==> src/design/irq_wdt_pkg.sv <==
// Constants for the interrupt status and watchdog timer block
package irq_wdt_pkg;

   // Register bus geometry
   localparam int ADDR_W = 8;
   localparam int DATA_W = 16;

   // Register offsets
   localparam logic [7:0] OFF_INTERRUPT_STATUS = 8'h38;
   localparam logic [7:0] OFF_INTERRUPT_MASK   = 8'h3A;
   localparam logic [7:0] OFF_WATCHDOG_PERIOD  = 8'h3C;
   localparam logic [7:0] OFF_FACTORY_TEST     = 8'h3E;

   // Reset values
   localparam logic [15:0] RST_INTERRUPT_STATUS = 16'h0000;
   localparam logic [15:0] RST_INTERRUPT_MASK   = 16'hFFFF;
   localparam logic [15:0] RST_WATCHDOG_PERIOD  = 16'h0800;

   // Status flag positions
   localparam int NUM_FLAGS               = 14;
   localparam int BIT_HDLC                = 0;
   localparam int BIT_CMD_IND_RX          = 1;
   localparam int BIT_MONITOR_RX          = 2;
   localparam int BIT_MONITOR_TX          = 3;
   localparam int BIT_CIRCULAR_QUEUE_FULL = 4;
   localparam int BIT_RX_FIFO_WARNING     = 5;
   localparam int BIT_RX_FIFO_OVERLOAD    = 6;
   localparam int BIT_TX_FIFO_WARNING     = 7;
   localparam int BIT_TX_FIFO_OVERLOAD    = 8;
   localparam int BIT_EVENT_FIFO_WARNING  = 9;
   localparam int BIT_EVENT_FIFO_OVERLOAD = 10;
   localparam int BIT_PERIOD              = 11;
   localparam int BIT_SEQUENCE_RECOVERED  = 12;
   localparam int BIT_FAULT_COUNTER_FULL  = 13;

   // Watchdog period field layout
   localparam int SECONDS_MSB = 15;
   localparam int SECONDS_LSB = 12;
   localparam int MILLIS_MSB  = 11;
   localparam int MILLIS_LSB  = 2;
   localparam int SUB_MSB     = 1;
   localparam int SUB_LSB     = 0;

   // Fault counter full value
   localparam logic [7:0] FAULT_COUNT_FULL = 8'hFF;

   // Timing: the period counts quarter milliseconds
   localparam int CLK_PERIOD_NS = 50;
   localparam int TICK_NS       = 250000;
   localparam int FRAME_NS      = 125000;
   localparam int TICK_CLKS     = TICK_NS / CLK_PERIOD_NS;
   localparam int FRAMES_PER_TICK = TICK_NS / FRAME_NS;
   localparam logic [15:0] TICKS_PER_SECOND = 16'h0FA0;

endpackage : irq_wdt_pkg

==> src/design/timer_if.sv <==
// Link between register logic and the period timer
`timescale 1ns/10ps
interface timer_if;
   logic [15:0] period_cfg;
   logic        restart;
   logic        timebase_sel;
   logic        frame_edge;
   logic        halt;
   logic        period_end;
   logic        wd_trip;

   // Register side
   modport ctrl (
      output period_cfg,
      output restart,
      output timebase_sel,
      output frame_edge,
      output halt,
      input  period_end,
      input  wd_trip
   );

   // Timer side
   modport timer (
      input  period_cfg,
      input  restart,
      input  timebase_sel,
      input  frame_edge,
      input  halt,
      output period_end,
      output wd_trip
   );
endinterface : timer_if

==> src/design/irq_status_wdt.sv <==
// Interrupt status, mask and watchdog timer register block
//
// Overview of operation
// [RQ1] Fourteen flag, read-only status register, resets zero
// [RQ2] Reading status returns flags then clears them
// [RQ3] Unmasked set flag drives interrupt output high
// [RQ4] HDLC channel interrupt sets HDLC flag
// [RQ5] Command/indicate receive event sets its flag
// [RQ6] Receive monitor channel event sets flag
// [RQ7] Transmit monitor channel event sets flag
// [RQ8] Any circular queue full sets flag
// [RQ9] FIFO three quarters full sets warning
// [RQ10] FIFO full and stalled sets overload
// [RQ11] Timer period interrupt sets period flag
// [RQ12] Sequence analyzer recovery sets recovered flag
// [RQ13] Fault counter reaching 255 sets flag
// [RQ14] Mask resets all ones; set bit masks
// [RQ15] Mask bit n gates status flag n
// [RQ16] Period register: seconds, millis, sub-millis fields
// [RQ17] Expired period without restart raises watchdog output
// [RQ18] Each period end raises period flag
// [RQ19] Timebase select picks frame sync or clock
// [RQ20] Time stamping enabled ignores period register
// [RQ21] Event during clearing read stays set
//
// Strobed register access is this design's own decision.
`timescale 1ns/10ps
module irq_status_wdt #(
   parameter int TICK_CLKS = irq_wdt_pkg::TICK_CLKS
) (
   // Clock and reset
   input  wire logic        clk,
   input  wire logic        reset,
   // Register port
   input  wire logic [7:0]  addr,
   input  wire logic [15:0] wdata,
   input  wire logic        wr,
   input  wire logic        rd,
   output logic      [15:0] rdata,
   // Event sources, one-cycle pulses, plus the fault counter value
   input  wire logic        hdlc_event,
   input  wire logic        cmd_ind_rx_event,
   input  wire logic        monitor_rx_event,
   input  wire logic        monitor_tx_event,
   input  wire logic        circular_queue_full,
   input  wire logic        rx_fifo_warning,
   input  wire logic        rx_fifo_overload,
   input  wire logic        tx_fifo_warning,
   input  wire logic        tx_fifo_overload,
   input  wire logic        event_fifo_warning,
   input  wire logic        event_fifo_overload,
   input  wire logic        sequence_recovered,
   input  wire logic [7:0]  fault_count,
   // Timer control bits held elsewhere
   input  wire logic        watchdog_restart_bit,
   input  wire logic        timebase_select,
   input  wire logic        timestamp_enable,
   input  wire logic        frame_sync,
   // Outputs
   output logic             irq_out,
   output logic             watchdog_out
);

   timer_if tif ();

   logic [13:0] status_q;
   logic [13:0] events;
   logic [15:0] mask_q;
   logic [15:0] period_q;
   logic [15:0] rdata_q;
   logic [7:0]  fault_prev_q;
   logic        fault_full;
   logic        frame_q;
   logic        status_rd;

   // Fault counter arrival at full value, edge only
   assign fault_full = fault_count == irq_wdt_pkg::FAULT_COUNT_FULL
      && fault_prev_q != irq_wdt_pkg::FAULT_COUNT_FULL;  // [RQ13]

   // Previous fault counter value
   always_ff @(posedge clk or posedge reset)
   begin
      if (reset)
         fault_prev_q <= 8'h00;
      else
         fault_prev_q <= fault_count;
   end

   // Gather event pulses into flag positions
   always_comb
   begin
      events = 14'h0000;
      events[irq_wdt_pkg::BIT_HDLC]                = hdlc_event;       // [RQ4]
      events[irq_wdt_pkg::BIT_CMD_IND_RX]          = cmd_ind_rx_event; // [RQ5]
      events[irq_wdt_pkg::BIT_MONITOR_RX]          = monitor_rx_event; // [RQ6]
      events[irq_wdt_pkg::BIT_MONITOR_TX]          = monitor_tx_event; // [RQ7]
      events[irq_wdt_pkg::BIT_CIRCULAR_QUEUE_FULL] = circular_queue_full;
      // Circular queue full above        [RQ8]
      events[irq_wdt_pkg::BIT_RX_FIFO_WARNING]     = rx_fifo_warning;  // [RQ9]
      events[irq_wdt_pkg::BIT_TX_FIFO_WARNING]     = tx_fifo_warning;  // [RQ9]
      events[irq_wdt_pkg::BIT_EVENT_FIFO_WARNING]  = event_fifo_warning;
      events[irq_wdt_pkg::BIT_RX_FIFO_OVERLOAD]    = rx_fifo_overload;
      events[irq_wdt_pkg::BIT_TX_FIFO_OVERLOAD]    = tx_fifo_overload;
      events[irq_wdt_pkg::BIT_EVENT_FIFO_OVERLOAD] = event_fifo_overload;
      // FIFO overloads above              [RQ10]
      events[irq_wdt_pkg::BIT_PERIOD]              = tif.period_end;   // [RQ11]
      events[irq_wdt_pkg::BIT_SEQUENCE_RECOVERED]  = sequence_recovered;
      // Sequence recovery above           [RQ12]
      events[irq_wdt_pkg::BIT_FAULT_COUNTER_FULL]  = fault_full;
   end

   assign status_rd = rd && addr == irq_wdt_pkg::OFF_INTERRUPT_STATUS;

   // Sticky flags, set beats clear-on-read
   for (genvar i = 0; i < irq_wdt_pkg::NUM_FLAGS; i++)
   begin : g_flag
      always_ff @(posedge clk or posedge reset)
      begin
         if (reset)
            status_q[i] <= irq_wdt_pkg::RST_INTERRUPT_STATUS[i];  // [RQ1]
         else if (events[i])
            status_q[i] <= 1'b1;                                  // [RQ21]
         else if (status_rd)
            status_q[i] <= 1'b0;                                  // [RQ2]
      end
   end

   // Mask register
   always_ff @(posedge clk or posedge reset)
   begin
      if (reset)
         mask_q <= irq_wdt_pkg::RST_INTERRUPT_MASK;               // [RQ14]
      else if (wr && addr == irq_wdt_pkg::OFF_INTERRUPT_MASK)
         mask_q <= wdata;
   end

   // Watchdog period register
   always_ff @(posedge clk or posedge reset)
   begin
      if (reset)
         period_q <= irq_wdt_pkg::RST_WATCHDOG_PERIOD;            // [RQ16]
      else if (wr && addr == irq_wdt_pkg::OFF_WATCHDOG_PERIOD)
         period_q <= wdata;
   end

   // Read data, valid the cycle after the strobe
   always_ff @(posedge clk or posedge reset)
   begin
      if (reset)
         rdata_q <= 16'h0000;
      else if (rd)
      begin
         unique case (addr)
            irq_wdt_pkg::OFF_INTERRUPT_STATUS:
               rdata_q <= {2'b00, status_q};                      // [RQ2]
            irq_wdt_pkg::OFF_INTERRUPT_MASK:
               rdata_q <= mask_q;
            irq_wdt_pkg::OFF_WATCHDOG_PERIOD:
               rdata_q <= period_q;
            default:
               rdata_q <= 16'h0000;
         endcase
      end
      else
         rdata_q <= 16'h0000;
   end

   assign rdata = rdata_q;

   // Unmasked flags onto the interrupt line
   assign irq_out = |(status_q & ~mask_q[13:0]);                 // [RQ3] [RQ15]

   // Frame sync edge detection
   always_ff @(posedge clk or posedge reset)
   begin
      if (reset)
         frame_q <= 1'b0;
      else
         frame_q <= frame_sync;
   end

   // Timer hookup
   assign tif.period_cfg   = period_q;
   assign tif.restart      = watchdog_restart_bit;               // [RQ17]
   assign tif.timebase_sel = timebase_select;                    // [RQ19]
   assign tif.frame_edge   = frame_sync && !frame_q;
   assign tif.halt         = timestamp_enable;                   // [RQ20]

   period_timer #(
      .TICK_CLKS (TICK_CLKS)
   ) u_timer (
      .clk   (clk),
      .reset (reset),
      .tif   (tif.timer)
   );

   assign watchdog_out = tif.wd_trip;                            // [RQ17]

endmodule : irq_status_wdt

==> src/design/period_timer.sv <==
// Watchdog and periodic time base counter
`timescale 1ns/10ps
module period_timer #(
   parameter int TICK_CLKS = irq_wdt_pkg::TICK_CLKS
) (
   // Clock and reset
   input wire logic clk,
   input wire logic reset,
   // Register side
   timer_if.timer   tif
);

   logic [15:0] period_ticks;
   logic [15:0] presc_q;
   logic [3:0]  frames_q;
   logic        tick;
   logic [15:0] count_q;
   logic        end_q;
   logic        trip_q;
   logic        reached;

   // Period in quarter milliseconds from the three fields
   assign period_ticks =
      16'({12'h000, tif.period_cfg[irq_wdt_pkg::SECONDS_MSB:
                                   irq_wdt_pkg::SECONDS_LSB]}
          * irq_wdt_pkg::TICKS_PER_SECOND)
      + {4'h0, tif.period_cfg[irq_wdt_pkg::MILLIS_MSB:
                              irq_wdt_pkg::MILLIS_LSB], 2'b00}
      + {14'h0000, tif.period_cfg[irq_wdt_pkg::SUB_MSB:
                                  irq_wdt_pkg::SUB_LSB]};

   // Tick from frame sync edges or divided master clock
   assign tick = tif.timebase_sel
      ? (tif.frame_edge &&
         frames_q == 4'(irq_wdt_pkg::FRAMES_PER_TICK - 1))
      : (presc_q == 16'(TICK_CLKS - 1));                  // [RQ19]

   // Master clock prescaler
   always_ff @(posedge clk or posedge reset)
   begin
      if (reset)
         presc_q <= 16'h0000;
      else if (tif.restart || tif.timebase_sel || tick)
         presc_q <= 16'h0000;
      else
         presc_q <= presc_q + 16'h0001;
   end

   // Frame edge divider
   always_ff @(posedge clk or posedge reset)
   begin
      if (reset)
         frames_q <= 4'h0;
      else if (tif.restart || !tif.timebase_sel || tick)
         frames_q <= 4'h0;
      else if (tif.frame_edge)
         frames_q <= frames_q + 4'h1;
   end

   assign reached = tick && (count_q + 16'h0001 >= period_ticks)
                    && period_ticks != 16'h0000;

   // Period counter, restart wins over expiry
   always_ff @(posedge clk or posedge reset)
   begin
      if (reset)
         count_q <= 16'h0000;
      else if (tif.restart || tif.halt || reached)       // [RQ20]
         count_q <= 16'h0000;
      else if (tick)
         count_q <= count_q + 16'h0001;
   end

   // One-cycle period end pulse
   always_ff @(posedge clk or posedge reset)
   begin
      if (reset)
         end_q <= 1'b0;
      else
         end_q <= reached && !tif.restart && !tif.halt;  // [RQ18]
   end

   // Watchdog level until restarted
   always_ff @(posedge clk or posedge reset)
   begin
      if (reset)
         trip_q <= 1'b0;
      else if (tif.restart)
         trip_q <= 1'b0;
      else if (reached && !tif.halt)
         trip_q <= 1'b1;                                 // [RQ17]
   end

   assign tif.period_end = end_q;
   assign tif.wd_trip    = trip_q;

endmodule : period_timer

==> config.mk <==
export PLATFORM = sky130hd
export DESIGN_NAME = irq_status_wdt
export DESIGN_NICKNAME = d
export VERILOG_FILES = /design/src/design/irq_wdt_pkg.sv /design/src/design/timer_if.sv /design/src/design/irq_status_wdt.sv /design/src/design/period_timer.sv
export SDC_FILE = /design/constraint.sdc
export NUM_CORES = 1
export LEC_CHECK = 0
export ABC_AREA = 1
export ABC_CLOCK_PERIOD_IN_PS = 5900
export CAP_MARGIN = 40
export CORE_ASPECT_RATIO = 1.2
export CORE_UTILIZATION = 30
export DETAILED_ROUTE_END_ITERATION = 7
export DONT_BUFFER_PORTS = 1
export PLACE_DENSITY = 0.56
export SYNTH_ARGS = -nofsm -noshare
export SYNTH_HDL_FRONTEND = slang
export SYNTH_SLANG_ARGS = --single-unit
==> constraint.sdc <==
create_clock -name clk -period 5.9 [get_ports clk]
set_input_delay 0.59 -clock clk [delete_from_list [all_inputs] [get_ports clk]]
set_output_delay 0.59 -clock clk [all_outputs]
set_load 0.005 [all_outputs]
==> impl_results.md, run 1 <==
- Worst rel slew slack: 45.6%
- Maximum root-to-sink buffer count: 2
- Dpl hpwl: 11.0 mm
- Post-CTS Setup Repair Bufs: 0
- Io pins: 70
- Post-synth ARST share: 100%
- Nets@finish: 922
- CORE AREA: 21600 um^2
- Layout cells sized above 1: 9.69%
- Post-Synth Simple-Gate Area: 24.6%
- Synth cell types: 42
- DRT Wirelength: 14.6 mm
- CTS tree: built
- Post-route cell area: 7250 um^2
- Clk_lat worst skew: 0.37 ns
- Met2 usage: 23.2%
- CTS H-tree lvls: 3
- Adder-Cell Fraction of Synth Area: 10.2%
- PortBufs: 0
- DIE AREA: 22600 um^2
- Final GP Congestion: 0.820
- Most frequent CP cell: inv_1
- Crit path largest cell delay: 0.64 ns
- Cell taking the most area after synthesis: dfrtp_1
- VDD IR max: 171 uV
- Starting Density: 30.5%
- GRT met3 Usage: 3.31%
- Post-DRT Antenna Nets: 0
- TritonCTS Buffers: 9
- Post-CTS Resized: 0
- Post-synth EDFFs: 0
- CP endpoint kind: register
- DP Area: 6920 um^2
- Vert. Die Dim: 164 um
- Slowest-stage cell, CP: fa_1
- First-pass iteration count of the detailed router: 4
- FMAX: 0.193 GHz
- GRT busiest layer: met2
- Setup repair after global routing missed its margin: no
- Clock sink count: 109
- First-pass GRT wire length: 24.0 mm
- Commonest cells post-synth: nand2_1, inv_1, dfrtp_1, nand3_1, nor2_1
- Grt total ovfl: 0
- Outcome: finished clean
- Most area-consuming cells after synthesis: dfrtp_1, nand2_1, inv_1
- Hold Crit Class: primary input to asynchronous set/reset pin
- Sequential element share of the synthesized area: 41.7%
- Filler cell count in the final layout: 2260
- Overall Power: 0.00163 W
- WP buf/inv: 7
- Largest net degree at the start of global routing: 67
- Rows: 59
- Crit path DAT: 5.46 ns
- Final hold slack: 0.231 ns
- Max_cap viols: 0
- Min Tclk post-route: 5.19 ns
- Crit Path Category: register to register
- Fin. Hold Viols: 0
- Synth warn: 0
- Via count of the first global-routing pass: 4869
- Req. time, crit path: 6.16 ns
- Worst-margin pin slew: 0.817 ns
- XOR/XNOR Fraction of Synth Area: 2.79%
- Count leader, synth: nand2_1
- Cell area after synthesis: 6590 um^2
- Flop and latch count out of synthesis: 109
- Power Dens Cells: 225 nW/um^2
- Fin Clk Skew: 0.0118 ns
- Root buffer cell: clkbuf_16
- Tot GR Track Use: 13.9%
- Synthesized area per cell: 8.06 um^2
- Post-route setup TNS: 0 ns
- Mux contribution to synthesized area: 0%
- Vias per cell: 4.61
- Synthesized instance count: 818
- Avg WL per Cell: 13.2 um
- Initial antenna violation count: 1
- Fin crit share: 88.0%
- P_leak: 3.83 nW
- Cts hold-fix bufs: 0
- Final setup fails: 0
- Synth Flop Type: dfrtp_1
- Max FO, Critical Path: 18
- Initial DRC Count: 211
- P&R area growth vs syn: 9.95%
- Via count: 5067
- Synth Area in Compound Gates: 10.5%
- Cell family with most CP delay: adder cells
- Residual DRC count: 0
- Syn nets: 919
- Die W: 137 um
- Met1 usage: 17.3%
- Slew Limit Fails: 0
- Worst-path clk slew: 0.08 ns
- CP Launch Type: register
- ANT cells: 0
- Share of the synthesized area in the top cell type: 34.9%
- Main combinational cell family by area after synthesis: simple AND/OR/NAND/NOR gates
## path summary, 6_finish.rpt
check / startpoint / endpoint / slack (ns) / cells past startpoint
max: period_q[13] / u_timer.count_q[10] / 0.71 / 30
min: reset / period_q[9] / 0.23 / 1
max reg2reg: period_q[13] / u_timer.count_q[10] / 0.71 / 30
min reg2reg: u_timer.presc_q[0] / u_timer.presc_q[0] / 0.47 / 1
max in group asynchronous: reset / u_timer.presc_q[9] / 4.53 / 2
min in group clk: fault_count[5] / fault_prev_q[5] / 0.24 / 0
## cell type report
| type | count | area, um^2 | share of cell area (%) |
|---|---|---|---|
| Multi-Input combinational cell | 538 | 3170 | 43.8 |
| Sequential cell | 109 | 2750 | 37.9 |
| Inverter | 154 | 581 | 8.01 |
| Tap cell | 274 | 343 | 4.73 |
| Clock buffer | 9 | 225 | 3.11 |
| Clock inverter | 7 | 98.8 | 1.36 |
| Timing Repair Buffer | 9 | 78.8 | 1.09 |
## report_power, final
group | internal [W] | switching [W]
combinational | 0.0000622 | 0.000120
clock | 0.000345 | 0.000322
sequential | 0.000767 | 0.0000146
total | 0.00117 | 0.000457
## registers in the layout, indices dropped and copies added (netlist names)
name,cells
frame_q,1
status_q,14
period_q,16
rdata,16
u_timer.tif.period_end,1
u_timer.frames_q,4
u_timer.tif.wd_trip,1
u_timer.count_q,16
u_timer.presc_q,16
mask_q,16
fault_prev_q,8
## logic make-up (layout without fill, tap and decap cells)
family	Yosys count	count (layout)
flops	109	109
xor+xnor	21	21
fa+ha+maj	49	49
buf+inv	171	179
compound gates	115	115
simple gates	353	353
## stage by stage
stage,utilization (%),std cells,setup WS (ns)
after floorplan,-,818,1.05
after global placement,31.9,1081,0.842
after detailed placement,32.0,1084,0.674
after CTS,33.5,1100,0.672
after global routing,33.5,1100,0.204
final,33.5,1100,0.706
## placed cells by master, fill, tap and decap left out, types with 8 or more instances in the layout
master,count
nor3_1,8
dfstp_2,17
xor2_1,18
o21ai_0,43
o21bai_1,14
inv_1,149
nand3_1,56
dfrtp_1,92
nand2_1,193
clkbuf_16,9
fa_1,8
ha_1,41
nand4_1,13
a21oi_1,27
nor2_1,45
nand3_2,11
## metal layers
layer | vias to the layer above | wire [um] | part of all wire [%]
li1 | 2621 | - | -
met1 | 2322 | 6660 | 46
met2 | 110 | 6930 | 48
met3 | 14 | 744 | 5.1
met4 | 0 | 219 | 1.5
met5 | - | 0 | 0
No activity file was read; power rests on OpenSTA's default activity.
==> inputs of run 2 (changes only) <==
--- a/config.mk
+++ b/config.mk
@@ -10,6 +10,7 @@
 export CAP_MARGIN = 40
 export CORE_ASPECT_RATIO = 1.2
 export CORE_UTILIZATION = 30
+export CTS_BUF_LIST = sky130_fd_sc_hd__clkbuf_4 sky130_fd_sc_hd__clkbuf_8
 export DETAILED_ROUTE_END_ITERATION = 7
 export DONT_BUFFER_PORTS = 1
 export PLACE_DENSITY = 0.56
==> run 2 against run 1 <==
Compared with the run above: wire length down 0.27%; sequential share of layout area increased by 0.54 points; critical path depth unchanged; first-iteration DRC count fell by 11%; critical path type unchanged; maximum frequency about the same; flip-flop and latch count did not move; total power shrank 9.2%; die area is the same; non-clock buffer count unchanged; critical endpoint is now u_timer.count_q[12].
==> impl_results.md, run 2 (synthesized netlist as in run 1, its figures left out) <==
- Min Tclk post-route: 5.20 ns
- VDD IR max: 145 uV
- Most common cell after layout, fill and taps aside: nand2_1
- Max Used Layer: met4
- Setup WS pre-CTS: 0.674 ns
- PortBufs: 0
- Final GP Congestion: 0.820
- Met1 WL: 6.81 mm
- Worst r2r src: period_q[13]
- Req. time, crit path: 6.19 ns
- DIE AREA: 22600 um^2
- Post-CTS Setup Repair Bufs: 0
- FMAX: 0.192 GHz
- CTS tree: built
- Largest net degree at the start of global routing: 67
- Initial antenna violation count: 1
- Clk_lat worst skew: 0.40 ns
- Residual DRC count: 0
- Fin. Hold Viols: 0
- Worst-margin pin slew: 0.824 ns
- Tot GR Track Use: 13.8%
- Maximum root-to-sink buffer count: 2
- Worst rel slew slack: 45.1%
- CORE AREA: 21600 um^2
- Io pins: 70
- Slack of the critical path: 0.705 ns
- Worst setup path start: period_q[13]
- Starting Density: 30.5%
- Post-CTS Resized: 0
- Avg WL per Cell: 13.2 um
- Wire length on met2: 6.79 mm
- Final core utilization: 33.0%
- Clock sink count: 109
- Final setup fails: 0
- DRT Wirelength: 14.5 mm
- Rows: 59
- Crit path DAT: 5.48 ns
- P_leak: 3.78 nW
- Max FO, Critical Path: 18
- Slew Limit Fails: 0
- Fin Clk Skew: 0.0177 ns
- TritonCTS Buffers: 9
- Worst Reg2Reg Path Length in Cells: 30
- Most frequent cells in the layout: nand2_1, inv_1, dfrtp_1, nand3_1, nor2_1
- Layout cells sized above 1: 9.69%
- CP Launch Type: register
- First-pass iteration count of the detailed router: 4
- Crit Path Category: register to register
- First-pass GRT wire length: 23.8 mm
- Slowest-stage cell, CP: fa_1
- Max_cap viols: 0
- Post-DRT Antenna Nets: 0
- Final std cells w/o fill: 1100
- ANT cells: 0
- Nets@finish: 922
- Grt total ovfl: 0
- Final hold slack: 0.192 ns
- Setup repair after global routing missed its margin: no
- CTS H-tree lvls: 3
- Filler cell count in the final layout: 2263
- P&R area growth vs syn: 8.41%
- Dpl hpwl: 11.0 mm
- Vias per cell: 4.59
- Vert. Die Dim: 164 um
- Placed Cells: 1084
- Cts hold-fix bufs: 0
- Most frequent CP cell: inv_1
- Initial DRC Count: 187
- Worst-path clk slew: 0.12 ns
- Die W: 137 um
- Via count: 5050
- Fin crit share: 88.1%
- WL met3: 673 um
- Crit path largest cell delay: 0.64 ns
- Outcome: finished clean
- Via count of the first global-routing pass: 4834
- Power Dens Cells: 207 nW/um^2
- Hold Crit Class: primary input to asynchronous set/reset pin
- CP endpoint kind: register
- Root buffer cell: clkbuf_8
- Post-route setup TNS: 0 ns
[run 2: worst paths after layout]
check	end	slack (ns)
max	u_timer.count_q[12]	0.70
min	rdata[13]	0.19
max reg2reg	u_timer.count_q[12]	0.70
min reg2reg	u_timer.presc_q[0]	0.48
max in group asynchronous	u_timer.count_q[12]	4.54
min in group clk	frame_q	0.20
[run 2: final cells by class]
cell class	count	area, um^2	area share [%]
Multi-Input combinational cell	538	3170	44.4
Sequential cell	109	2750	38.5
Inverter	154	581	8.12
Tap cell	274	343	4.80
Clock buffer	9	124	1.73
Clock inverter	7	98.8	1.38
Timing Repair Buffer	9	78.8	1.10
[run 2: through the flow]
step	total power [W]	cell area, um^2
after floorplan	0.000938	6590
after global placement	0.000980	6890
after detailed placement	0.000982	6920
after CTS	0.00151	7150
after global routing	0.00156	7150
final	0.00148	7150
[run 2: power breakdown]
group / total, W / switching (W) / internal, W
registers: 0.000782 / 0.0000146 / 0.000767
logic: 0.000182 / 0.000120 / 0.0000622
clock network: 0.000517 / 0.000305 / 0.000212
total: 0.00148 / 0.000440 / 0.00104
[run 2: worst max-delay path, delay by kind of cell, from the launching register on]
family                   cells  cell delay [ns]
XOR/XNOR                     1             0.14
adder cells (fa/ha/maj)      5             2.11
buffers and inverters        7             0.45
flip-flops                   1             0.52
AND/OR/NAND/NOR             17             1.87
[run 2: per-layer routing]
| metal | global-route usage (%) | vias to the layer above |
|---|---|---|
| met3 | 3.56 | 14 |
| li1 | - | 2615 |
| met1 | 17.3 | 2313 |
| met4 | 4.70 | 0 |
| met2 | 22.7 | 108 |
| met5 | 0 | - |
